`config.mk`:
```
export PLATFORM = sky130hd
export DESIGN_NAME = gear_home_ctrl
export DESIGN_NICKNAME = d
export VERILOG_FILES = /design/src/gear_home_pkg.sv /design/src/gear_scaler.sv /design/src/gear_home_ctrl.sv
export SDC_FILE = /design/constraint.sdc
export NUM_CORES = 2
export LEC_CHECK = 0
export ABC_AREA = 0
export BUFFER_PORTS_ARGS = -buffer_cell sky130_fd_sc_hd__buf_2
export CORE_MARGIN = 8
export CORE_UTILIZATION = 55
export CTS_BUF_LIST = sky130_fd_sc_hd__clkbuf_8
export DETAILED_ROUTE_END_ITERATION = 8
export PLACE_DENSITY_LB_ADDON = 0.25
export SLEW_MARGIN = 20
export SYNTH_ARGS = -nofsm -noshare
export SYNTH_HDL_FRONTEND = slang
export SYNTH_SLANG_ARGS = --single-unit
```
`constraint.sdc`:
```
create_clock -name CLOCK -period 28.7 [get_ports CLOCK]
set_clock_uncertainty 0.05 [all_clocks]
set_input_delay 7.175 -clock CLOCK [delete_from_list [all_inputs] [get_ports CLOCK]]
set_output_delay 7.175 -clock CLOCK [all_outputs]
set_load 0.01 [all_outputs]
```
`src/gear_home_pkg.sv`:
```
// Functional notes
// - Gear numerator holds 1 to 10,000,000, reset value 1.
// - Gear denominator holds 1 to 10,000,000, reset value 1.
// - Pulses are command units times numerator over denominator.
// - Numerator and denominator both 1 give one pulse per command unit.
// - New gear values take effect only at power-up or unit reset; SRST restores 1, only UNIT_RESET latches writes.
// - Seven search types: inputs used, limit reversal.
// - Type 0 starts at fast speed in search direction.
// - First proximity change gives approach speed.
// - After second proximity change, first Z pulse gives creep.
// - Offset distance past the Z point is the origin.
// - Reference-only type: approach speed, creep on reference edge, then offset.
// - Type 2: fast, approach, creep on reference after second change.
// - Phase-Z-only type: approach speed, creep on first Z pulse, then offset.
// - Type 4: type 0 plus search-side limit reversal.
// - Type 5: type 1 plus search-side limit reversal.
// - Type 6: type 2 plus search-side limit reversal.
// - Mode values 0 to 6 select the seven search types in order.
// - Function bit 0 gives direction: 0 positive, 1 negative.
// - Function bit 1 is proximity active level, bit 2 reference active edge.
package gear_home_pkg;

    // ****************************************
    // Gear ratio
    // ****************************************
    localparam logic [31:0] GEAR_MIN       = 32'h0000_0001;
    localparam logic [31:0] GEAR_MAX       = 32'h0098_9680;
    localparam logic [31:0] GEAR_RESET     = 32'h0000_0001;
    localparam int          GEAR_W         = 24;
    localparam int          DIV_STEPS      = 64;

    // ****************************************
    // Parameter port selectors
    // ****************************************
    localparam logic [1:0]  SEL_NUM        = 2'h0;
    localparam logic [1:0]  SEL_DEN        = 2'h1;
    localparam logic [1:0]  SEL_NUM_ACTIVE = 2'h2;
    localparam logic [1:0]  SEL_DEN_ACTIVE = 2'h3;

    // ****************************************
    // Origin search
    // ****************************************
    localparam int          FUNC_DIR_BIT   = 0;
    localparam int          FUNC_PROX_BIT  = 1;
    localparam int          FUNC_REF_BIT   = 2;
    localparam int          SPEED_W        = 18;
    localparam logic [2:0]  TYPE_PROX_Z    = 3'h0;
    localparam logic [2:0]  TYPE_REF       = 3'h1;
    localparam logic [2:0]  TYPE_PROX_REF  = 3'h2;
    localparam logic [2:0]  TYPE_Z         = 3'h3;
    localparam logic [2:0]  TYPE_PROX_Z_RV = 3'h4;
    localparam logic [2:0]  TYPE_REF_RV    = 3'h5;
    localparam logic [2:0]  TYPE_PROX_R_RV = 3'h6;
    localparam logic [31:0] ORIGIN_VALUE   = 32'h0000_0000;

    typedef enum logic [2:0] {
        ST_IDLE,
        ST_FAST,
        ST_APPROACH,
        ST_WAIT_TRIG,
        ST_OFFSET
    } stage_t;

endpackage : gear_home_pkg

```
`src/gear_scaler.sv`:
```
`timescale 1ns/1ps
`default_nettype none
module gear_scaler
    import gear_home_pkg::*;
(
    input  wire logic               clk,
    input  wire logic               srst,
    input  wire logic [GEAR_W-1:0]  num,
    input  wire logic [GEAR_W-1:0]  den,
    input  wire logic               in_valid,
    output logic                    in_ready,
    input  wire logic signed [31:0] in_pos,
    output logic                    out_valid,
    output logic [31:0]             out_pos
);

    typedef struct packed {
        logic            busy;
        logic            neg;
        logic [6:0]      cnt;
        logic [63:0]     dvd;
        logic [GEAR_W:0] rem;
        logic            valid;
        logic [31:0]     pos;
    } scale_st_t;

    scale_st_t st_r;
    scale_st_t st_nxt;

    logic [31:0]     mag;
    logic [GEAR_W:0] trial;

    assign in_ready  = !st_r.busy;
    assign out_valid = st_r.valid;
    assign out_pos   = st_r.pos;

    // ****************************************
    // Multiply, then restoring divide
    // ****************************************
    always_comb begin
        st_nxt       = st_r;
        st_nxt.valid = 1'b0;
        mag          = in_pos[31] ? 32'(-in_pos) : 32'(in_pos);
        trial        = {st_r.rem[GEAR_W-1:0], st_r.dvd[63]};
        if (!st_r.busy && in_valid) begin
            if (num == GEAR_W'(GEAR_MIN) && den == GEAR_W'(GEAR_MIN)) begin
                st_nxt.valid = 1'b1;
                st_nxt.pos   = in_pos;
            end else begin
                st_nxt.busy = 1'b1;
                st_nxt.neg  = in_pos[31];
                st_nxt.cnt  = 7'h00;
                st_nxt.dvd  = 64'(mag) * 64'(num);
                st_nxt.rem  = '0;
            end
        end else if (st_r.busy) begin
            st_nxt.dvd = {st_r.dvd[62:0], 1'b0};
            st_nxt.rem = trial;
            if (trial >= {1'b0, den}) begin
                st_nxt.rem    = trial - {1'b0, den};
                st_nxt.dvd[0] = 1'b1;
            end
            st_nxt.cnt = st_r.cnt + 7'h01;
            if (st_r.cnt == 7'(DIV_STEPS - 1)) begin
                st_nxt.busy  = 1'b0;
                st_nxt.valid = 1'b1;
                // Truncates toward zero; keeps only the low 32 bits of the 64-bit quotient
                st_nxt.pos   = st_r.neg ? 32'(-st_nxt.dvd[31:0]) : st_nxt.dvd[31:0];
            end
        end
    end

    always_ff @(posedge clk) begin
        if (srst) begin
            st_r <= '0;
        end else begin
            st_r <= st_nxt;
        end
    end

endmodule : gear_scaler
`default_nettype wire

```
`src/gear_home_ctrl.sv`:
```
`timescale 1ns/1ps
`default_nettype none
module gear_home_ctrl
    import gear_home_pkg::*;
(
    input  wire logic               CLOCK,
    input  wire logic               SRST,
    // ****************************************
    // Parameter access
    // ****************************************
    input  wire logic               PARAM_WE,
    input  wire logic [1:0]         PARAM_SEL,
    input  wire logic [31:0]        PARAM_WDATA,
    output logic [31:0]             PARAM_RDATA,
    input  wire logic               UNIT_RESET,
    // ****************************************
    // Position commands
    // ****************************************
    input  wire logic               CMD_VALID,
    output logic                    CMD_READY,
    input  wire logic signed [31:0] CMD_POS,
    output logic                    PULSE_VALID,
    output logic [31:0]             PULSE_POS,
    // ****************************************
    // Origin search settings
    // ****************************************
    input  wire logic [2:0]         SEARCH_TYPE_SELECT,
    input  wire logic [2:0]         SEARCH_FUNCTION_SELECT,
    input  wire logic [SPEED_W-1:0] SEARCH_FAST_SPEED,
    input  wire logic [SPEED_W-1:0] SEARCH_APPROACH_SPEED,
    input  wire logic [SPEED_W-1:0] SEARCH_CREEP_SPEED,
    input  wire logic [31:0]        ORIGIN_OFFSET_DISTANCE,
    input  wire logic               HOME_START,
    // ****************************************
    // Machine inputs
    // ****************************************
    input  wire logic               HOME_PROXIMITY_INPUT,
    input  wire logic               REFERENCE_INPUT,
    input  wire logic               PHASE_Z_INPUT,
    input  wire logic               POS_LIMIT_INPUT,
    input  wire logic               NEG_LIMIT_INPUT,
    input  wire logic               ENC_STEP,
    input  wire logic               ENC_DIR_NEG,
    // ****************************************
    // Motion outputs
    // ****************************************
    output logic [SPEED_W-1:0]      SPEED_OUT,
    output logic                    DIR_NEG_OUT,
    output logic                    HOME_BUSY,
    output logic                    HOME_DONE,
    output logic                    ORIGIN_SET,
    output logic [31:0]             PRESENT_POS
);

    typedef struct packed {
        logic [31:0]        gear_num_value;
        logic [31:0]        gear_den_value;
        logic [31:0]        num_active;
        logic [31:0]        den_active;
        logic [31:0]        rdata;
        logic               prox_q;
        logic               prox_p;
        logic               ref_q;
        logic               ref_p;
        logic               z_q;
        logic               z_p;
        logic               plim_q;
        logic               nlim_q;
        logic               step_q;
        logic               step_neg_q;
        stage_t             stage;
        logic [2:0]         stype;
        logic [2:0]         func;
        logic               dir_neg;
        logic               reversed;
        logic [SPEED_W-1:0] speed;
        logic [31:0]        pos;
        logic [31:0]        mark;
        logic               homed;
        logic               done;
    } ctrl_st_t;

    ctrl_st_t st_r;
    ctrl_st_t st_nxt;

    logic prox_on_edge;
    logic prox_off_edge;
    logic ref_edge;
    logic z_edge;
    logic trigger;
    logic use_z;
    logic reverses;
    logic side_limit;
    logic [31:0] travelled;
    logic [31:0] pos_step;

    // ****************************************
    // Helpers
    // ****************************************
    function automatic logic edge_to(input logic cur, input logic prev, input logic lvl);
        edge_to = (cur == lvl) && (prev != lvl);
    endfunction : edge_to

    function automatic logic in_range(input logic [31:0] v);
        in_range = (v >= GEAR_MIN) && (v <= GEAR_MAX);
    endfunction : in_range

    function automatic logic [31:0] abs_diff(input logic [31:0] a, input logic [31:0] b);
        logic [31:0] d;
        d        = a - b;
        abs_diff = d[31] ? 32'(-d) : d;
    endfunction : abs_diff

    function automatic logic three_stage(input logic [2:0] t);
        three_stage = (t == TYPE_PROX_Z) || (t == TYPE_PROX_REF) || (t == TYPE_PROX_Z_RV)
                   || (t == TYPE_PROX_R_RV);
    endfunction : three_stage

    // ****************************************
    // Gear scaling
    // ****************************************
    gear_scaler u_scaler (
        .clk       (CLOCK),
        .srst      (SRST),
        .num       (st_r.num_active[GEAR_W-1:0]),
        .den       (st_r.den_active[GEAR_W-1:0]),
        .in_valid  (CMD_VALID),
        .in_ready  (CMD_READY),
        .in_pos    (CMD_POS),
        .out_valid (PULSE_VALID),
        .out_pos   (PULSE_POS)
    );

    // ****************************************
    // Input event decode
    // ****************************************
    always_comb begin
        prox_on_edge  = edge_to(st_r.prox_q, st_r.prox_p, st_r.func[FUNC_PROX_BIT]);
        prox_off_edge = edge_to(st_r.prox_q, st_r.prox_p, !st_r.func[FUNC_PROX_BIT]);
        ref_edge      = edge_to(st_r.ref_q, st_r.ref_p, st_r.func[FUNC_REF_BIT]);
        z_edge        = edge_to(st_r.z_q, st_r.z_p, 1'b1);
        use_z         = (st_r.stype == TYPE_PROX_Z) || (st_r.stype == TYPE_Z)
                     || (st_r.stype == TYPE_PROX_Z_RV);
        reverses      = (st_r.stype >= TYPE_PROX_Z_RV);
        trigger       = use_z ? z_edge : ref_edge;
        side_limit    = st_r.dir_neg ? st_r.nlim_q : st_r.plim_q;
        travelled     = abs_diff(st_r.pos, st_r.mark);
        pos_step      = st_r.step_neg_q ? 32'hFFFF_FFFF : 32'h0000_0001;
    end

    // ****************************************
    // Next state
    // ****************************************
    always_comb begin
        st_nxt      = st_r;
        st_nxt.done = 1'b0;

        st_nxt.prox_q     = HOME_PROXIMITY_INPUT;
        st_nxt.prox_p     = st_r.prox_q;
        st_nxt.ref_q      = REFERENCE_INPUT;
        st_nxt.ref_p      = st_r.ref_q;
        st_nxt.z_q        = PHASE_Z_INPUT;
        st_nxt.z_p        = st_r.z_q;
        st_nxt.plim_q     = POS_LIMIT_INPUT;
        st_nxt.nlim_q     = NEG_LIMIT_INPUT;
        st_nxt.step_q     = ENC_STEP;
        st_nxt.step_neg_q = ENC_DIR_NEG;

        if (PARAM_WE && PARAM_SEL == SEL_NUM && in_range(PARAM_WDATA)) begin
            st_nxt.gear_num_value = PARAM_WDATA;
        end
        if (PARAM_WE && PARAM_SEL == SEL_DEN && in_range(PARAM_WDATA)) begin
            st_nxt.gear_den_value = PARAM_WDATA;
        end
        // Ratio latched only on unit reset
        if (UNIT_RESET) begin
            st_nxt.num_active = st_r.gear_num_value;
            st_nxt.den_active = st_r.gear_den_value;
        end

        case (PARAM_SEL)
            SEL_NUM:        st_nxt.rdata = st_r.gear_num_value;
            SEL_DEN:        st_nxt.rdata = st_r.gear_den_value;
            SEL_NUM_ACTIVE: st_nxt.rdata = st_r.num_active;
            default:        st_nxt.rdata = st_r.den_active;
        endcase

        if (st_r.step_q) begin
            st_nxt.pos = st_r.pos + pos_step;
        end

        if (st_r.stage != ST_IDLE && st_r.stage != ST_OFFSET && reverses
                && !st_r.reversed && side_limit) begin
            st_nxt.dir_neg  = !st_r.dir_neg;
            st_nxt.reversed = 1'b1;
        end

        case (st_r.stage)
            ST_IDLE: begin
                st_nxt.speed = '0;
                if (HOME_START) begin
                    st_nxt.stype    = SEARCH_TYPE_SELECT;
                    st_nxt.func     = SEARCH_FUNCTION_SELECT;
                    st_nxt.dir_neg  = SEARCH_FUNCTION_SELECT[FUNC_DIR_BIT];
                    st_nxt.reversed = 1'b0;
                    st_nxt.homed    = 1'b0;
                    if (three_stage(SEARCH_TYPE_SELECT)) begin
                        st_nxt.stage = ST_FAST;
                        st_nxt.speed = SEARCH_FAST_SPEED;
                    end else if (SEARCH_TYPE_SELECT <= TYPE_PROX_R_RV) begin
                        st_nxt.stage = ST_WAIT_TRIG;
                        st_nxt.speed = SEARCH_APPROACH_SPEED;
                    end
                end
            end
            ST_FAST: begin
                if (prox_on_edge) begin
                    st_nxt.stage = ST_APPROACH;
                    st_nxt.speed = SEARCH_APPROACH_SPEED;
                end
            end
            ST_APPROACH: begin
                if (prox_off_edge) begin
                    st_nxt.stage = ST_WAIT_TRIG;
                end
            end
            ST_WAIT_TRIG: begin
                // Z or reference edge drops to creep
                if (trigger) begin
                    st_nxt.stage = ST_OFFSET;
                    st_nxt.speed = SEARCH_CREEP_SPEED;
                    st_nxt.mark  = st_nxt.pos;
                end
            end
            ST_OFFSET: begin
                if (travelled >= ORIGIN_OFFSET_DISTANCE) begin
                    st_nxt.pos   = ORIGIN_VALUE;
                    st_nxt.homed = 1'b1;
                    st_nxt.done  = 1'b1;
                    st_nxt.speed = '0;
                    st_nxt.stage = ST_IDLE;
                end
            end
            default: begin
                st_nxt.stage = ST_IDLE;
                st_nxt.speed = '0;
            end
        endcase
    end

    // ****************************************
    // State register
    // ****************************************
    always_ff @(posedge CLOCK) begin
        if (SRST) begin
            st_r                <= '0;
            st_r.gear_num_value <= GEAR_RESET;
            st_r.gear_den_value <= GEAR_RESET;
            st_r.num_active     <= GEAR_RESET;
            st_r.den_active     <= GEAR_RESET;
        end else begin
            st_r <= st_nxt;
        end
    end

    // ****************************************
    // Outputs
    // ****************************************
    assign PARAM_RDATA = st_r.rdata;
    assign SPEED_OUT   = st_r.speed;
    assign DIR_NEG_OUT = st_r.dir_neg;
    assign HOME_BUSY   = (st_r.stage != ST_IDLE);
    assign HOME_DONE   = st_r.done;
    assign ORIGIN_SET  = st_r.homed;
    assign PRESENT_POS = st_r.pos;

endmodule : gear_home_ctrl
`default_nettype wire

```
After elaboration in Yosys (flattened, before gate mapping)
Cells that the tools add are included.
{"block": "word_totals", "output_inout_bits": 120, "in_bits": 171, "word_cells": 159, "ff_bits": 395}
{"block": "classes", "mul": 1, "n_lt_le_gt_ge": 6, "muxes": 39, "addsub": 7, "n_reduce_logical": 41, "n_bitwise": 4, "n_eq_ne": 29}
{"cell": "129-bit two-way mux", "count": 2}
{"cell": "32-bit two-way mux", "count": 6}
{"cell": "98-bit two-way mux", "count": 1}
{"cell": "32-bit negation", "count": 3}
{"cell": "32-bit case mux with 3 select lines", "count": 1}
{"cell": "18-bit case mux with 5 select lines", "count": 1}
{"cell": "26-bit two-way mux", "count": 3}
{"cell": "18-bit two-way mux", "count": 4}
{"cell": "33-bit two-way mux", "count": 2}
{"cell": "32-bit by 24-bit multiplier with 56-bit output", "count": 1}
{"cell": "50-bit two-way mux", "count": 1}
{"cell": "24-bit by 1-bit equality test with 1-bit output (second input constant)", "count": 2}
{"cell": "32-bit adder", "count": 1}
{"cell": "32-bit by 1-bit >= comparator with 1-bit output (second input constant)", "count": 1}
{"cell": "32-bit >= comparator", "count": 1}
{"cell": "32-bit by 24-bit <= comparator with 1-bit output (second input constant)", "count": 1}
{"cell": "32-bit subtractor", "count": 1}
{"cell": "29-bit two-way mux", "count": 1}
{"cell": "25-bit by 24-bit >= comparator with 1-bit output", "count": 1}
{"cell": "25-bit by 24-bit subtractor with 25-bit output", "count": 1}
{"cell": "3-bit two-way mux", "count": 6}
{"cell": "1-bit logical AND", "count": 15}
{"cell": "3-bit case mux with 5 select lines", "count": 1}
{"cell": "2-bit inequality test (second input constant)", "count": 7}
{"cell": "other kinds (27)", "count": 63}

Depth between registers and ports, before layout
{"block": "logic_depth", "word_depth": 9, "mapped_depth": 36, "mapped_depth_nobuf": 33}

Modules after synthesis
Synthesis repeated with hierarchy kept, for this count alone.
{"block": "hier_totals", "hier_cells": 5634, "hier_area_um2": 48441.5}
{"mod": "gear_scaler", "cells_each": 3893, "seq_area_each_um2": 2602.5, "n_inst": 1, "area_per_inst_um2": 33041.7}
{"mod": "gear_home_ctrl", "cells_each": 1741, "seq_area_each_um2": 5285.1, "n_inst": 1, "area_per_inst_um2": 15399.8}

Worst setup path after synthesis
No wires, ideal clock.
{"block": "synth_timing", "kind": "input to register", "startpoint": "input port CMD_POS[5]", "endpoint": "register u_scaler.st_r[113] in the netlist's numbering", "setup_ps": 116, "slack_ps": 12899, "required_time_ps": 28534, "stages": 31, "path_buffers": 2, "t_arrival_ps": 15635, "cell_sequence": "or4_1 -> or4_1 -> nand2b_1 -> nand2b_1 -> nand2b_1 -> o41ai_1 -> xnor2_1 -> clkbuf_1 -> nand2_1 -> fa_1 -> inv_1 -> fa_1 -> inv_1 -> fa_1 -> inv_1 -> fa_1 -> fa_1 -> fa_1 -> inv_1 -> fa_1 -> inv_1 -> ha_1 -> clkbuf_1 -> and3_1 -> nand2_1 -> or3_1 -> or3_1 -> o21a_1 -> o21a_1 -> or3_1 -> a31o_2"}
{"block": "synth_between", "elab_chain_cells": 5}
{"element": "start, declared", "line_no": "gear_home_ctrl.sv:21", "rtl": "input wire logic signed [31:0] CMD_POS,"}
{"element": "32-bit negation", "line_no": "gear_scaler.sv:43", "rtl": "mag = in_pos[31] ? 32'(-in_pos) : 32'(in_pos);"}
{"element": "32-bit two-way mux *", "line_no": "gear_scaler.sv:43"}
{"element": "32-bit by 24-bit multiplier with 56-bit output *", "line_no": "gear_scaler.sv:53", "rtl": "st_nxt.dvd = 64'(mag) * 64'(num);"}
{"element": "98-bit two-way mux *", "line_no": "gear_scaler.sv:46", "rtl": "if (num == GEAR_W'(GEAR_MIN) && den == GEAR_W'(GEAR_MIN)) begin"}
{"element": "129-bit two-way mux *", "line_no": "gear_scaler.sv:45", "rtl": "if (!st_r.busy && in_valid) begin"}
{"element": "end signal, assigned", "line_no": "gear_scaler.sv:77", "rtl": "st_r <= st_nxt;"}
{"element": "end, declared", "line_no": "gear_scaler.sv:27", "rtl": "scale_st_t st_r;"}
Mark *: on every way between the ends. The rest lies on a longest branch, timed or not. The select of a mux whose other input is x is not followed.
A chain may end at the register's enable or synchronous reset.

Final worst setup path
{"block": "layout_timing", "startpoint": "input port CMD_POS[0]", "endpoint": "register u_scaler.st_r[112] in the netlist's numbering"}
The elaborated chain is that of the path after synthesis.

==> results.txt <==
Outcome = completed
Mean post-synth cell area = 8.62 µm²
Drt pass-1 iters = 8
Nets = 6749
Nature of the critical path endpoint = flop
# fillers = 7834
Initial antenna violation count = 13
Synth area leader = fa_1
Clk pin slew, worst setup/hold paths = 0.06 ns
Main combinational cell family by area after synthesis = adder cells
Initial Util = 0.551
CP max FO = 27
# clock sinks = 394
CTS H-Tree Depth = 3
Post-route antenna net violation count = 0
Count of cell types in the netlist = 94
Total congestion overflow = 0
DR vias = 39191
Crit path largest cell delay = 0.60 ns
Final WL = 135000 µm
Arr. time, crit path = 16.98 ns
Remaining DRCs = 0
Die Area = 0.0978 mm²
Placer Congestion = 0.910
Max_slew headroom = 0.214
Mux contribution to synthesized area = 0.0439
Flop-to-flop setup slack = 20.23 ns
Area delta synth->final = 7.06%
Worst Reg-to-Reg Cells = 24
Simple-Gate Fraction of Synth Area = 0.178
CP Class = primary input to flop
Width of the die = 313 µm
Die H = 313 µm
Core area = 0.0878 mm²
Inserted Clock Buffers = 71
Post-Syn Instances = 5618
Maxcap violations = 0
TritonCTS clock tree = done
Final setup viols = 0
Final min period = 16.38 ns
Hold_buf cts = 0
Pwr/cell area = 35.7 mW/mm²
First-pass GRT wire length = 216000 µm
Worst-skew pair later-pin latency = 0.70 ns
Cell with the most instances after synthesis = inv_1
Hold/Removal Path Class = flop to flop
Number of synthesized register bits = 394
CTS resizes = 0
Sequential share of the synthesized area = 0.163
Max Freq = 0.0610 GHz
Actual slew at the worst max-slew pin = 1.17 ns
Final worst setup slack = 12.32 ns
Number of cells on the worst hold path = 1
IO Port Bufs = 290
Routed WL per cell = 19.8 µm
Ys async rst share = 0
Clock Path Buffers = 3
Post-synthesis compound-gate area fraction = 0.120
IO Pins = 291
Worst vdd ir = 0.0456 mV
Leak = 24.6 nW
Warning count from the yosys run = 0
Hold Slack = 0.425 ns
XOR/XNOR Fraction of Synth Area = 0.0351
Top cells by count, synth = inv_1, fa_1, nand2_1, and2_1, dfxtp_1
Share of the synthesized area in the top cell type = 0.273
Site row count = 109
Cell repeated most along the worst path = fa_1
Root Buffer = clkbuf_8
Largest cells by area after synthesis = fa_1, dfxtp_1, ha_1, inv_1, and2_1
Post-DR vias/cell = 5.73
Slew Limit Fails = 0
Post-CTS setup buffers = 0
Initial DRC count = 3159
Worst slack at placement = 11.77 ns
Post-synth net total = 6753
RSZ-0062 raised after global routing = false
Post-DP HPWL = 104000 µm
WP data required = 29.29 ns
CP Launch Type = primary input
Final period utilization = 0.571
Fin Setup TNS = 0 ns
Total Routing Usage GR = 0.272
Adder-Cell Fraction of Synth Area = 0.352
Layout cell share with drive strength beyond 1 = 0.104
Ys flop type = dfxtp_1
Number of flops mapped to enable cells by yosys = 0
Largest net degree at the start of global routing = 167
Slowest cell on the critical path = o31ai_1
Fin. Hold Viols = 0
Number of global-route vias before repair = 39224
Synth Cell Area = 0.0484 mm²
## flip-flops by register name, summed over array words and instances, names as in the netlist
register / count
u_scaler.st_r: 97
HOME_DONE: 1
u_scaler.out_pos: 32
ORIGIN_SET: 1
st_nxt: 3
st_r: 176
DIR_NEG_OUT: 1
SPEED_OUT: 18
PRESENT_POS: 32
PARAM_RDATA: 32
u_scaler.out_valid: 1
## worst max-delay path, delay by kind of cell
| kind | cells | cell delay, ns |
|---|---|---|
| AO/OA/AOI/OAI | 5 | 2.26 |
| XOR/XNOR | 1 | 0.14 |
| adder cells (fa/ha/maj) | 9 | 4.05 |
| buffers and inverters | 8 | 1.23 |
| AND/OR/NAND/NOR | 9 | 2.10 |
## stage by stage
stage          instance area, µm²  instances   util  total power, mW
4_1_cts                     51700       6830  0.589             1.86
6_report                    51800       6842  0.590             1.85
5_1_grt                     51800       6838  0.590             1.96
3_3_place_gp                50100       6704  0.571             1.24
2_1_floorplan               48400       5618      -             1.09
3_5_place_dp                50100       6704  0.571             1.26
## where the power goes
group	total (mW)	switching, mW	internal [mW]
Combinational	0.659	0.409	0.250
Sequential	0.594	0.0234	0.570
Clock	0.597	0.259	0.337
## worst paths after layout
kind,from,end
worst max-delay path,CMD_POS[0],u_scaler.st_r[112]
worst min-delay path,st_nxt[99],st_r[99]
worst max register to register,st_r[177],u_scaler.st_r[112]
worst min register to register,st_nxt[99],st_r[99]
## cells by family (layout without fill, tap and decap cells)
kind of cell               Yosys count  in the layout
buffers and inverters             1283           1332
and+or+nand+nor                   1756           1756
muxes                              172            172
other                                0             10
AOI/OAI and AO/OA                  855            855
adders and majority gates          964            964
DFF                                394            394
xor gates and xnor gates           194            194
## final cells by class
class	instances	area, µm²	area share
Sequential cell	394	7900	0.152
Tap cell	1165	1460	0.0281
Clock buffer	91	1250	0.0242
Clock inverter	35	360	0.00695
Antenna cell	10	25.0	0.000483
Timing Repair Buffer	359	2030	0.0391
Multi-Input combinational cell	3941	35600	0.687
Inverter	847	3180	0.0613
## routing by layer
metal	routed length, µm	global-route usage	vias to the layer above
li1	-	-	18052
met1	55600	0.359	19421
met2	62600	0.436	1439
met3	11100	0.0539	275
met4	6020	0.113	4
met5	26	0	-
## cells in the final DEF (no fill, tap or decap), drive strengths merged, types with 110 or more instances in the layout
| master | n |
|---|---|
| o21ai | 110 |
| mux2i | 138 |
| nor2 | 362 |
| and2 | 394 |
| xnor2 | 144 |
| nand2 | 609 |
| dfxtp | 394 |
| inv | 866 |
| buf | 359 |
| ha | 303 |
| fa | 661 |
| a21oi | 228 |
Note: power is estimated with default switching activity, not from simulation.
